[src/msgin_seq_pkg.sv]
// How it works
// RQ1: only single-byte messages; each is decoded before acknowledge, only fitting ones acked.
// RQ2: unacceptable message left unacknowledged and raises bus-service.
// RQ3: message with parity error is not taken; no parity interrupt from this sequencer.
// RQ4: save-data-pointer acked, not stored, counter to backup, code 6, saved flag set.
// RQ5: accepted disconnect message acked, not stored, code becomes 7.
// RQ6: disconnect message accepted only directly after command block or save-data-pointer.
// RQ7: reselection identify with matching LUN acked, not stored, code becomes A.
// RQ8: identify with other LUN written to LUN register, acked, code stays 9, new-LUN end.
// RQ9: restore-pointers after identify acked, not stored, no pointer action.
// RQ10: command complete after status stored; 00 gives code D, completion waits for disconnect.
// RQ11: linked command complete gives code E and completion at once.
// RQ12: status byte stored in receive FIFO, code becomes C.
// RQ13: status with parity error not acked, bus-service raised, no parity interrupt.
// RQ14: status accepted only with zero counter after command, identify, data or save pointer.
// RQ15: chip-reset command or master reset ends any command at once.
// RQ16: bus reset and control error end the command in any phase.
// RQ17: at code 0 failed selection sets timeout, selected or halted flag.
// RQ18: reselection during arbitration ends with code 0 and reselected flag.
// RQ19: counter reaching zero in data phase sets code B.
// RQ20: target disconnect while running sets code 8; after command complete the code stays D.
// RQ21: target holds byte with request until acknowledged or interrupt raised.
package msgin_seq_pkg;

  ////////////////////////////////////////////////////////////////////////////
  // register offsets
  localparam int                ADDR_W       = 4;
  localparam logic [ADDR_W-1:0] OFF_CTRL     = 4'h0;
  localparam logic [ADDR_W-1:0] OFF_CODE     = 4'h1;
  localparam logic [ADDR_W-1:0] OFF_LUN      = 4'h2;
  localparam logic [ADDR_W-1:0] OFF_COUNT    = 4'h3;
  localparam logic [ADDR_W-1:0] OFF_BACKUP   = 4'h4;
  localparam logic [ADDR_W-1:0] OFF_FUNC     = 4'h5;
  localparam logic [ADDR_W-1:0] OFF_ERR      = 4'h6;
  localparam logic [ADDR_W-1:0] OFF_PHASE    = 4'h7;
  localparam logic [ADDR_W-1:0] OFF_RXDATA   = 4'h8;
  localparam logic [ADDR_W-1:0] OFF_RXLEVEL  = 4'h9;

  // control bits
  localparam int BIT_START   = 0;
  localparam int BIT_CHIPRST = 1;
  localparam int BIT_PAUSE   = 2;
  localparam int BIT_HD      = 3;
  localparam int BIT_DDIR    = 4;
  localparam int BIT_BUSY    = 5;

  // function_interrupt_status bits
  localparam int FI_DONE  = 0;
  localparam int FI_BUS   = 1;
  localparam int FI_DIS   = 2;
  localparam int FI_SEL   = 3;
  localparam int FI_RSL   = 4;
  localparam int FI_SRST  = 5;
  localparam int FI_W     = 6;

  // error_interrupt_status bits
  localparam int EI_TOUT  = 0;
  localparam int EI_HALT  = 1;
  localparam int EI_NEWLN = 2;
  localparam int EI_CERR  = 3;
  localparam int EI_W     = 4;

  // command state codes
  localparam logic [3:0] CODE_IDLE   = 4'h0;
  localparam logic [3:0] CODE_CDB    = 4'h4;
  localparam logic [3:0] CODE_DATA   = 4'h5;
  localparam logic [3:0] CODE_SDP    = 4'h6;
  localparam logic [3:0] CODE_DISMSG = 4'h7;
  localparam logic [3:0] CODE_DISC   = 4'h8;
  localparam logic [3:0] CODE_RESEL  = 4'h9;
  localparam logic [3:0] CODE_IDOK   = 4'hA;
  localparam logic [3:0] CODE_DATAOK = 4'hB;
  localparam logic [3:0] CODE_STAT   = 4'hC;
  localparam logic [3:0] CODE_CC     = 4'hD;
  localparam logic [3:0] CODE_LCC    = 4'hE;

  // message bytes
  localparam logic [7:0] MSG_CC      = 8'h00;
  localparam logic [7:0] MSG_SDP     = 8'h02;
  localparam logic [7:0] MSG_RESTORE = 8'h03;
  localparam logic [7:0] MSG_DISC    = 8'h04;
  localparam logic [7:0] MSG_LCC     = 8'h0A;
  localparam logic [7:0] MSG_LCCF    = 8'h0B;

  // bus phases, msg/cd/io
  localparam logic [2:0] PH_DOUT = 3'h0;
  localparam logic [2:0] PH_DIN  = 3'h1;
  localparam logic [2:0] PH_STAT = 3'h3;
  localparam logic [2:0] PH_MIN  = 3'h7;

  // reset values and sizes
  localparam logic [7:0]  LUN_RST   = 8'h00;
  localparam logic [15:0] COUNT_RST = 16'h0000;
  localparam int          RX_DEPTH  = 4;
  localparam int          RX_AW     = 2;

  typedef enum logic [2:0] {
    SEQ_IDLE,
    SEQ_ARB,
    SEQ_RUN,
    SEQ_DECODE,
    SEQ_ACK,
    SEQ_WAITDIS
  } seq_t;

endpackage

[src/msgin_seq.sv]
`timescale 1ns/1ps
module msgin_seq
  import msgin_seq_pkg::*;
(
  // clock and master reset line
  input  wire logic                           clk,
  input  wire logic                           resetn,
  // register port
  input  wire logic [msgin_seq_pkg::ADDR_W-1:0] addr,
  input  wire logic [31:0]                    wdata,
  input  wire logic                           wr,
  input  wire logic                           rd,
  output logic [31:0]                         rdata,
  // scsi bus information phase
  input  wire logic                           scsi_req,
  input  wire logic [2:0]                     scsi_phase,
  input  wire logic [7:0]                     scsi_data,
  input  wire logic                           scsi_parity_err,
  output logic                                scsi_ack,
  // bus events
  input  wire logic                           cdb_done,
  input  wire logic                           sel_timeout,
  input  wire logic                           selected_as_target,
  input  wire logic                           reselect_same,
  input  wire logic                           reselect_other,
  input  wire logic                           target_disconnect,
  input  wire logic                           bus_reset,
  input  wire logic                           control_error,
  // status
  output logic                                busy
);

  typedef struct packed {
    seq_t        seq;
    logic [3:0]  code;
    logic        hd;
    logic        ddir;
    logic [7:0]  lun;
    logic [15:0] tc;
    logic [15:0] backup;
    logic [FI_W-1:0] function_interrupt_status;
    logic [EI_W-1:0] error_interrupt_status;
    logic        saved_pointer_flag;
    logic        ack;
    logic        end_after;
    logic        done_after;
    logic        busy;
    logic [31:0] rdata;
  } state_t;

  state_t           s;
  state_t           next_s;
  logic             rx_push;
  logic             rx_ready;
  logic             rx_valid;
  logic             rx_pop;
  logic [7:0]       rx_data;
  logic [RX_AW:0]   rx_level;
  logic             wr_ctrl;
  logic             chip_reset;
  logic             pause;
  logic             tc_zero;
  logic             is_id;
  logic             lun_match;
  logic [FI_W-1:0]  fi_set;
  logic [EI_W-1:0]  ei_set;

  assign rdata    = s.rdata;
  assign scsi_ack = s.ack;
  assign busy     = s.busy;

  ////////////////////////////////////////////////////////////////////////////
  // receive fifo for status and command-complete bytes
  rx_byte_fifo u_rx (
    .clk       (clk),
    .resetn    (resetn),
    .flush     (chip_reset),
    .in_valid  (rx_push),
    .in_ready  (rx_ready),
    .in_data   (scsi_data),
    .out_valid (rx_valid),
    .out_ready (rx_pop),
    .out_data  (rx_data),
    .level     (rx_level)
  );

  assign wr_ctrl    = wr && (addr == OFF_CTRL);
  assign chip_reset = wr_ctrl && wdata[BIT_CHIPRST];
  assign pause      = wr_ctrl && wdata[BIT_PAUSE];
  assign rx_pop     = rd && (addr == OFF_RXDATA);
  assign tc_zero    = (s.tc == '0);
  assign is_id      = scsi_data[7];
  assign lun_match  = (scsi_data[2:0] == s.lun[2:0]);

  ////////////////////////////////////////////////////////////////////////////
  // sequencer and registers
  always_comb begin
    next_s  = s;
    rx_push = 1'b0;
    fi_set  = '0;
    ei_set  = '0;
    next_s.rdata = '0;

    // register writes
    if (wr) begin
      unique case (addr)
        OFF_CTRL: begin
          next_s.hd   = wdata[BIT_HD];
          next_s.ddir = wdata[BIT_DDIR];
        end
        OFF_CODE: begin
          if (s.seq == SEQ_IDLE) begin
            next_s.code = wdata[3:0];
          end
        end
        OFF_LUN: begin
          next_s.lun = wdata[7:0];
        end
        OFF_COUNT: begin
          if (s.seq == SEQ_IDLE) begin
            next_s.tc = wdata[15:0];
          end
        end
        OFF_FUNC: begin
          next_s.function_interrupt_status = s.function_interrupt_status & ~wdata[FI_W-1:0];
        end
        OFF_ERR: begin
          next_s.error_interrupt_status = s.error_interrupt_status & ~wdata[EI_W-1:0];
        end
        OFF_PHASE: begin
          if (wdata[0]) begin
            next_s.saved_pointer_flag = 1'b0;
          end
        end
        default: begin
        end
      endcase
    end

    // register reads, data in the next cycle only
    if (rd) begin
      unique case (addr)
        OFF_CTRL:    next_s.rdata = 32'({s.busy, s.ddir, s.hd}) << BIT_HD;
        OFF_CODE:    next_s.rdata = 32'(s.code);
        OFF_LUN:     next_s.rdata = 32'(s.lun);
        OFF_COUNT:   next_s.rdata = 32'(s.tc);
        OFF_BACKUP:  next_s.rdata = 32'(s.backup);
        OFF_FUNC:    next_s.rdata = 32'(s.function_interrupt_status);
        OFF_ERR:     next_s.rdata = 32'(s.error_interrupt_status);
        OFF_PHASE:   next_s.rdata = 32'(s.saved_pointer_flag);
        OFF_RXDATA:  next_s.rdata = rx_valid ? 32'(rx_data) : '0;
        OFF_RXLEVEL: next_s.rdata = 32'(rx_level);
        default:     next_s.rdata = '0;
      endcase
    end

    // command flow
    unique case (s.seq)
      SEQ_IDLE: begin
        if (wr_ctrl && wdata[BIT_START]) begin
          next_s.seq = (s.code == CODE_IDLE) ? SEQ_ARB : SEQ_RUN;
        end
      end
      SEQ_ARB: begin
        if (cdb_done) begin
          next_s.code = CODE_CDB;
          next_s.seq  = SEQ_RUN;
        end else if (sel_timeout) begin
          ei_set[EI_TOUT] = 1'b1;  // RQ17
          next_s.seq      = SEQ_IDLE;
        end else if (selected_as_target) begin
          fi_set[FI_SEL] = 1'b1;  // RQ17
          next_s.seq     = SEQ_IDLE;
        end else if (reselect_same || reselect_other) begin
          fi_set[FI_RSL] = 1'b1;  // RQ18
          next_s.code    = CODE_IDLE;  // RQ18
          next_s.seq     = SEQ_IDLE;
        end else if (pause) begin
          ei_set[EI_HALT] = 1'b1;  // RQ17
          next_s.seq      = SEQ_IDLE;
        end
      end
      SEQ_RUN: begin
        if (target_disconnect) begin
          next_s.code = CODE_DISC;  // RQ20
          if (s.code != CODE_DISMSG) begin
            ei_set[EI_CERR] = 1'b1;
            next_s.seq      = SEQ_IDLE;
          end else if (s.hd) begin
            fi_set[FI_DIS] = 1'b1;
            next_s.seq     = SEQ_IDLE;
          end
        end else if (s.code == CODE_DISC) begin
          if (reselect_same) begin
            next_s.code = CODE_RESEL;
          end else if (reselect_other) begin
            fi_set[FI_RSL] = 1'b1;
            next_s.seq     = SEQ_IDLE;
          end else if (selected_as_target) begin
            fi_set[FI_SEL] = 1'b1;
            next_s.seq     = SEQ_IDLE;
          end else if (pause) begin
            ei_set[EI_HALT] = 1'b1;
            next_s.seq      = SEQ_IDLE;
          end
        end else if (pause) begin
          ei_set[EI_HALT] = 1'b1;
          next_s.seq      = SEQ_IDLE;
        end else if (scsi_req) begin
          next_s.seq = SEQ_DECODE;  // RQ1
        end
      end
      SEQ_DECODE: begin
        // target holds byte and request while this decides
        next_s.seq = SEQ_ACK;  // RQ21
        next_s.ack = 1'b1;
        if ((scsi_phase == PH_MIN || scsi_phase == PH_STAT) && scsi_parity_err) begin
          fi_set[FI_BUS] = 1'b1;  // RQ3 RQ13
          next_s.ack     = 1'b0;
          next_s.seq     = SEQ_IDLE;
        end else if (scsi_phase == PH_STAT) begin
          if (tc_zero && (s.code == CODE_CDB || s.code == CODE_IDOK ||
                          s.code == CODE_DATAOK || s.code == CODE_SDP)) begin  // RQ14
            if (rx_ready) begin
              rx_push     = 1'b1;  // RQ12
              next_s.code = CODE_STAT;  // RQ12
            end else begin
              next_s.ack = 1'b0;
              next_s.seq = SEQ_DECODE;
            end
          end else begin
            fi_set[FI_BUS] = 1'b1;
            next_s.ack     = 1'b0;
            next_s.seq     = SEQ_IDLE;
          end
        end else if (scsi_phase == PH_MIN) begin
          if (scsi_data == MSG_SDP && (s.code == CODE_CDB || s.code == CODE_DATA ||
                                       s.code == CODE_DATAOK)) begin
            next_s.backup             = s.tc;  // RQ4
            next_s.code               = CODE_SDP;  // RQ4
            next_s.saved_pointer_flag = 1'b1;  // RQ4
          end else if (scsi_data == MSG_DISC &&
                       (s.code == CODE_CDB || s.code == CODE_SDP)) begin  // RQ6
            next_s.code = CODE_DISMSG;  // RQ5
          end else if (is_id && s.code == CODE_RESEL) begin
            if (lun_match) begin
              next_s.code = CODE_IDOK;  // RQ7
            end else begin
              next_s.lun       = scsi_data;  // RQ8
              next_s.end_after = 1'b1;  // RQ8
            end
          end else if (scsi_data == MSG_RESTORE && s.code == CODE_IDOK) begin
            next_s.code = CODE_IDOK;  // RQ9
          end else if (s.code == CODE_STAT &&
                       (scsi_data == MSG_CC || scsi_data == MSG_LCC ||
                        scsi_data == MSG_LCCF)) begin
            if (rx_ready) begin
              rx_push = 1'b1;  // RQ10
              if (scsi_data == MSG_CC) begin
                next_s.code = CODE_CC;  // RQ10
              end else begin
                next_s.code       = CODE_LCC;  // RQ11
                next_s.done_after = 1'b1;  // RQ11
              end
            end else begin
              next_s.ack = 1'b0;
              next_s.seq = SEQ_DECODE;
            end
          end else begin
            fi_set[FI_BUS] = 1'b1;  // RQ2
            next_s.ack     = 1'b0;  // RQ2
            next_s.seq     = SEQ_IDLE;
          end
        end else if ((scsi_phase == PH_DIN || scsi_phase == PH_DOUT) && !tc_zero &&
                     scsi_phase[0] == s.ddir &&
                     (s.code == CODE_CDB || s.code == CODE_DATA ||
                      s.code == CODE_SDP || s.code == CODE_IDOK)) begin
          next_s.tc   = s.tc - 16'h0001;
          next_s.code = (s.tc == 16'h0001) ? CODE_DATAOK : CODE_DATA;  // RQ19
        end else begin
          fi_set[FI_BUS] = 1'b1;
          next_s.ack     = 1'b0;
          next_s.seq     = SEQ_IDLE;
        end
      end
      SEQ_ACK: begin
        if (!scsi_req) begin
          next_s.ack        = 1'b0;
          next_s.end_after  = 1'b0;
          next_s.done_after = 1'b0;
          if (s.end_after) begin
            ei_set[EI_NEWLN] = 1'b1;  // RQ8
            next_s.seq       = SEQ_IDLE;
          end else if (s.done_after) begin
            fi_set[FI_DONE] = 1'b1;  // RQ11
            next_s.seq      = SEQ_IDLE;
          end else if (s.code == CODE_CC) begin
            next_s.seq = SEQ_WAITDIS;  // RQ10
          end else begin
            next_s.seq = SEQ_RUN;
          end
        end
      end
      SEQ_WAITDIS: begin
        if (target_disconnect) begin
          fi_set[FI_DONE] = 1'b1;  // RQ10
          next_s.seq      = SEQ_IDLE;
        end
      end
      default: begin
        next_s.seq = SEQ_IDLE;
      end
    endcase

    // bus reset and control error end any phase
    if (bus_reset || control_error) begin
      fi_set[FI_SRST] = bus_reset;  // RQ16
      ei_set[EI_CERR] = control_error;  // RQ16
      next_s.seq        = SEQ_IDLE;
      next_s.ack        = 1'b0;
      next_s.end_after  = 1'b0;
      next_s.done_after = 1'b0;
    end

    // set wins over a clear in the same cycle
    next_s.function_interrupt_status = next_s.function_interrupt_status | fi_set;
    next_s.error_interrupt_status    = next_s.error_interrupt_status | ei_set;
    next_s.busy = (next_s.seq != SEQ_IDLE);

    if (chip_reset) begin
      next_s = '0;  // RQ15
      next_s.lun = LUN_RST;
      next_s.tc  = COUNT_RST;
    end
  end

  always_ff @(posedge clk) begin
    if (!resetn) begin
      s     <= '0;  // RQ15
      s.seq <= SEQ_IDLE;
      s.lun <= LUN_RST;
      s.tc  <= COUNT_RST;
    end else begin
      s <= next_s;
    end
  end

endmodule

[src/rx_byte_fifo.sv]
`timescale 1ns/1ps
module rx_byte_fifo
  import msgin_seq_pkg::*;
(
  // clock and reset
  input  wire logic             clk,
  input  wire logic             resetn,
  input  wire logic             flush,
  // fill side
  input  wire logic             in_valid,
  output logic                  in_ready,
  input  wire logic [7:0]       in_data,
  // drain side
  output logic                  out_valid,
  input  wire logic             out_ready,
  output logic [7:0]            out_data,
  output logic [RX_AW:0]        level
);

  typedef struct packed {
    logic [RX_AW-1:0] wp;
    logic [RX_AW-1:0] rp;
    logic [RX_AW:0]   cnt;
  } fifo_t;

  fifo_t      s;
  fifo_t      next_s;
  logic [7:0] mem [RX_DEPTH];
  logic       push;
  logic       pop;

  assign in_ready  = (s.cnt != (RX_AW+1)'(RX_DEPTH));
  assign out_valid = (s.cnt != '0);
  assign out_data  = mem[s.rp];
  assign level     = s.cnt;
  assign push      = in_valid && in_ready;
  assign pop       = out_valid && out_ready;

  always_comb begin
    next_s = s;
    if (push) begin
      next_s.wp = s.wp + 1'b1;
    end
    if (pop) begin
      next_s.rp = s.rp + 1'b1;
    end
    next_s.cnt = s.cnt + (RX_AW+1)'(push) - (RX_AW+1)'(pop);
    if (flush) begin
      next_s = '0;
    end
  end

  always_ff @(posedge clk) begin
    if (!resetn) begin
      s <= '0;
    end else begin
      s <= next_s;
    end
    if (push) begin
      mem[s.wp] <= in_data;
    end
  end

endmodule

[config.mk]
export PLATFORM = sky130hd
export DESIGN_NAME = msgin_seq
export DESIGN_NICKNAME = d
export VERILOG_FILES = /design/src/msgin_seq_pkg.sv /design/src/msgin_seq.sv /design/src/rx_byte_fifo.sv
export SDC_FILE = /design/constraint.sdc
export NUM_CORES = 1
export LEC_CHECK = 0
export ABC_AREA = 1
export BUFFER_PORTS_ARGS = -buffer_cell sky130_fd_sc_hd__buf_2
export CORE_UTILIZATION = 58
export CTS_CLUSTER_SIZE = 12
export DETAILED_ROUTE_END_ITERATION = 8
export GPL_TIMING_DRIVEN = 0
export PLACE_DENSITY = 0.9
export SLEW_MARGIN = 30
export SYNTH_ARGS = -nofsm -noshare
export SYNTH_HDL_FRONTEND = slang
export SYNTH_SLANG_ARGS = --single-unit
[constraint.sdc]
create_clock -name clk -period 3.02 [get_ports clk]
set_input_delay 0.302 -clock clk [delete_from_list [all_inputs] [get_ports clk]]
set_output_delay 0.302 -clock clk [all_outputs]
set_load 0.02 [all_outputs]
==> results.md <==
- The starting utilization of the core area is 59.58%.
- 0 antenna diodes ended up in the layout.
- After detailed routing, the number of remaining DRC violations is 0.
- The count of instances resized after the clock tree is built is 0.
- Summed over all cells, the static leakage comes to around 3.6 nW.
- The HPWL after detailed placement is 14.32 mm.
- The largest fanout of any net on the critical path is 8.
- In this run the count of I/O pins placed on the die edge is 95.
- The number of maximum-capacitance violations is 0.
- The number of max-slew violations in the final report is 0.
- The final RePlAce weighted congestion is 1.007.
- The fill cell total of the finished layout is 910.
- STA puts the critical path data arrival time at 2.91 ns.
- After detailed placement, the total cell area comes to roughly 0.0073 mm².
- The latest clock arrival within the worst-skew pair is 0.42 ns.
- The worst setup path is launched from a register.
- The average via count per standard cell is about 5.7.
- The path class of the tightest hold or removal check is in -> reg.
- In this run, post-CTS hold repair placed 0 buffers.
- The final critical path takes up between 90% and 100% of the cycle.
- The number of standard-cell rows in the floorplan is 39.
- The final wirelength is 19.25 mm.
- The layout overhead on the synthesized area is 16.41%.
- The aggregate global routing overflow is 0.
- At the worst endpoint, the required time is 3.08 ns.
- Power spread over the standard cell area amounts to about 490 mW/mm².
- The number of setup buffers added after CTS is 0.
- The area taken by flip-flops and latches is 0.002743 mm².
- Setup violations remaining at the end of the flow were counted as 0.
- The worst path meets setup with 0.1677 ns of slack.
- Clock-pin slew was measured on the worst setup and hold paths at 0.06 ns.
- The clock drives 121 sinks.
- STA classifies the critical path endpoint as a register.
- Excluding fillers, the count of instances in the completed layout stands at 1186.
- The post-route minimum period is 2.852 ns.
- In this run the vertical extent of the chip is around 110 µm.
- The distinct cell type count of the synthesized netlist is 48.
- The clock passes through at most 2 buffers.
- The die boundary width is 110.3 µm.
- The mean cell area of the mapped netlist is 7.276 µm².
- In the synthesized netlist, the number of instances is 935.
- The number of antenna-violating nets in the routed design is 0.
- The H-tree was split into 4 levels.
- The overall track demand over capacity in global routing is 33.13%.
- The initial DRC count is just over 800.
- Setup repair after global routing left no endpoint under its margin.
- The routed length per instance is 16.23 µm.
- The total iterations of the first detailed-routing run is 6.
- The clock tree root driver cell is sky130_fd_sc_hd__clkbuf_16.
- Synthesis inferred 121 register bits.
- Hold timing on the final database bottoms out at a slack of 0.1562 ns.
- Walking the worst path, the cells encountered are inv_1, ha_1, nand3_1, nor2_1, nand4_1, nand2_1, nand2_1, nor2_4, inv_2, nor2_2.
- The area of the die is around 0.012 mm².
- The clock tree from TritonCTS is done.
- The number of clock buffers inserted by TritonCTS is 17.
- Timing analysis after detailed placement gives a worst setup slack of 0.1092 ns.
- Yosys mapped a number of flops with a built-in enable equal to 32.
- The delay of the slowest critical-path stage is ~0.40 ns.
- The standard cell with the maximum stage delay on the critical path is sky130_fd_sc_hd__nor2_1.
- The most instantiated flip-flop cell in the synthesis netlist is sky130_fd_sc_hd__dfxtp_1.
- The run finished with clean final reports.
- The share of cells above drive strength 1 is 16.97%.
- The final count of hold timing violations is 0.
- The first global-routing pass estimated 29.84 mm of wire.
- The share of async-settable or async-resettable flops after synthesis is 0%.
- Headroom to the max-slew limit came out at about 64%.
- The pin count of the biggest net entering global routing is 17.
- The core region is approximately 0.011 mm².
- The critical path is of the reg -> reg type.
- Static timing analysis puts the maximum clock frequency at between 300 and 400 MHz.
- Summing every instance area after synthesis gives 0.006803 mm².
- For the pin with the worst max-slew slack, the measured transition is 0.5392 ns.
- The worst clock skew on the final layout is 0.01016 ns.
- The final net count is 1100.
- The peak supply drop is ~0.00048 V.
- Grouping stages by cell kind, the critical path spends the most delay in simple AND/OR/NAND/NOR gates.
- For this run, the number of Yosys warnings is 0.
- The most common cell after layout, fill and taps aside is sky130_fd_sc_hd__nand2_1.
- The total number of vias is 6748.
- The setup TNS after final layout is 0 ns.
- The via count of the first global-routing pass came to roughly 5900.
- The sequential fraction of the synthesis area is 40.32%.
- The cell total after placement is 1154.
- Leaving out fill and tap cells, the most frequent cells in the layout are 195 x sky130_fd_sc_hd__nand2_1, 116 x sky130_fd_sc_hd__inv_1, 101 x sky130_fd_sc_hd__nor2_1.
- The critical path's most frequent cell is sky130_fd_sc_hd__nand2_1.
- In this run the tool buffered the top-level ports with 61 buffer cells.
- The buffer and inverter count on the worst path is 2.
- The area of all placed cells without fillers is 0.007919 mm².
- In the final layout, the multi-input gates occupy 0.003253 mm².
- The total design power is a little under 4 mW.
- Cells fill a little over two thirds of the core in the end.
- The number of antenna violations at the first check in global routing came to 0.
worst reg2reg max path: stages, from the launching register on:
cell and delay [ns]:
sky130_fd_sc_hd__dfxtp_1 0.34, sky130_fd_sc_hd__inv_1 0.20, sky130_fd_sc_hd__ha_1 0.23, sky130_fd_sc_hd__nand3_1 0.18, sky130_fd_sc_hd__nor2_1 0.40, sky130_fd_sc_hd__nand4_1 0.18
sky130_fd_sc_hd__nand2_1 0.11, sky130_fd_sc_hd__nand2_1 0.11, sky130_fd_sc_hd__nor2_4 0.21, sky130_fd_sc_hd__inv_2 0.11, sky130_fd_sc_hd__nor2_2 0.40
logic make-up (layout without fill, tap and decap cells):
logic type,after synthesis,count (layout),synth area share [%]
simple gates,391,391,25.23
compound gates,215,215,18.08
buf+inv,185,278,12.84
flops,121,121,40.32
xor+xnor,11,11,1.416
fa+ha+maj,9,9,1.766
mux,2,2,0.2943
other cells,1,16,0.05512
cell usage after synthesis, drive strengths merged (2+ instances only):
cell,instances,share of area [%]
buf,50,5.4
o21ai,103,7.7
a21oi,61,4.5
ha,8,1.5
o32ai,8,1.0
xor2,6,0.77
a31oi,15,1.4
o22ai,3,0.28
nor2,119,7.9
dfxtp,89,26
mux2i,2,0.29
edfxtp,32,14
a21boi,2,0.22
nand2,196,11
nand4,9,0.83
a211oi,6,0.74
nand3,53,4.2
clkbuf,8,0.44
a41oi,3,0.39
xnor2,5,0.64
a221oi,6,0.77
a311oi,2,0.35
nor3,11,0.88
o211ai,2,0.22
nand3b,2,0.22
inv,126,7.0
sequential cells by signal, indices dropped and copies added, names as in the netlist, named ones only:
name,flops
rdata,16
u_rx.level,3
busy,1
u_rx.mem,32
u_rx.s,4
s,62
scsi_ack,1
path summary, 6_finish.rpt:
kind | startpoint | endpoint | slack (ns) | depth (start not counted)
max reg2reg | s[63] | u_rx.mem[0][4] | 0.17 | 10
max | s[63] | u_rx.mem[0][4] | 0.17 | 10
min | wdata[10] | s[73] | 0.16 | 3
min reg2reg | scsi_ack | scsi_ack | 0.46 | 2
area by class of cell:
cell class	instances	share of cell area, %
clock buffers	23	5.909
repair buffers	61	3.855
plain buffers	58	5.009
well taps	143	2.259
clock inverters	9	1.232
flip-flops and latches	121	34.63
inverters	127	6.020
multi-input cells	644	41.08
power breakdown:
part           switching, mW  internal (mW)
clock                  0.699           1.24
sequential           0.00796           1.67
combinational          0.194         0.0857
total                  0.901           3.00
layer usage:
metal	track usage, %	up-vias	share of wire (%)
met5	0	-	0
met4	11.65	0	2.6
met3	10.93	48	12
met2	51.11	396	45
met1	43.32	3060	40
li1	-	3244	-
No activity file was read; power rests on OpenSTA's default activity.
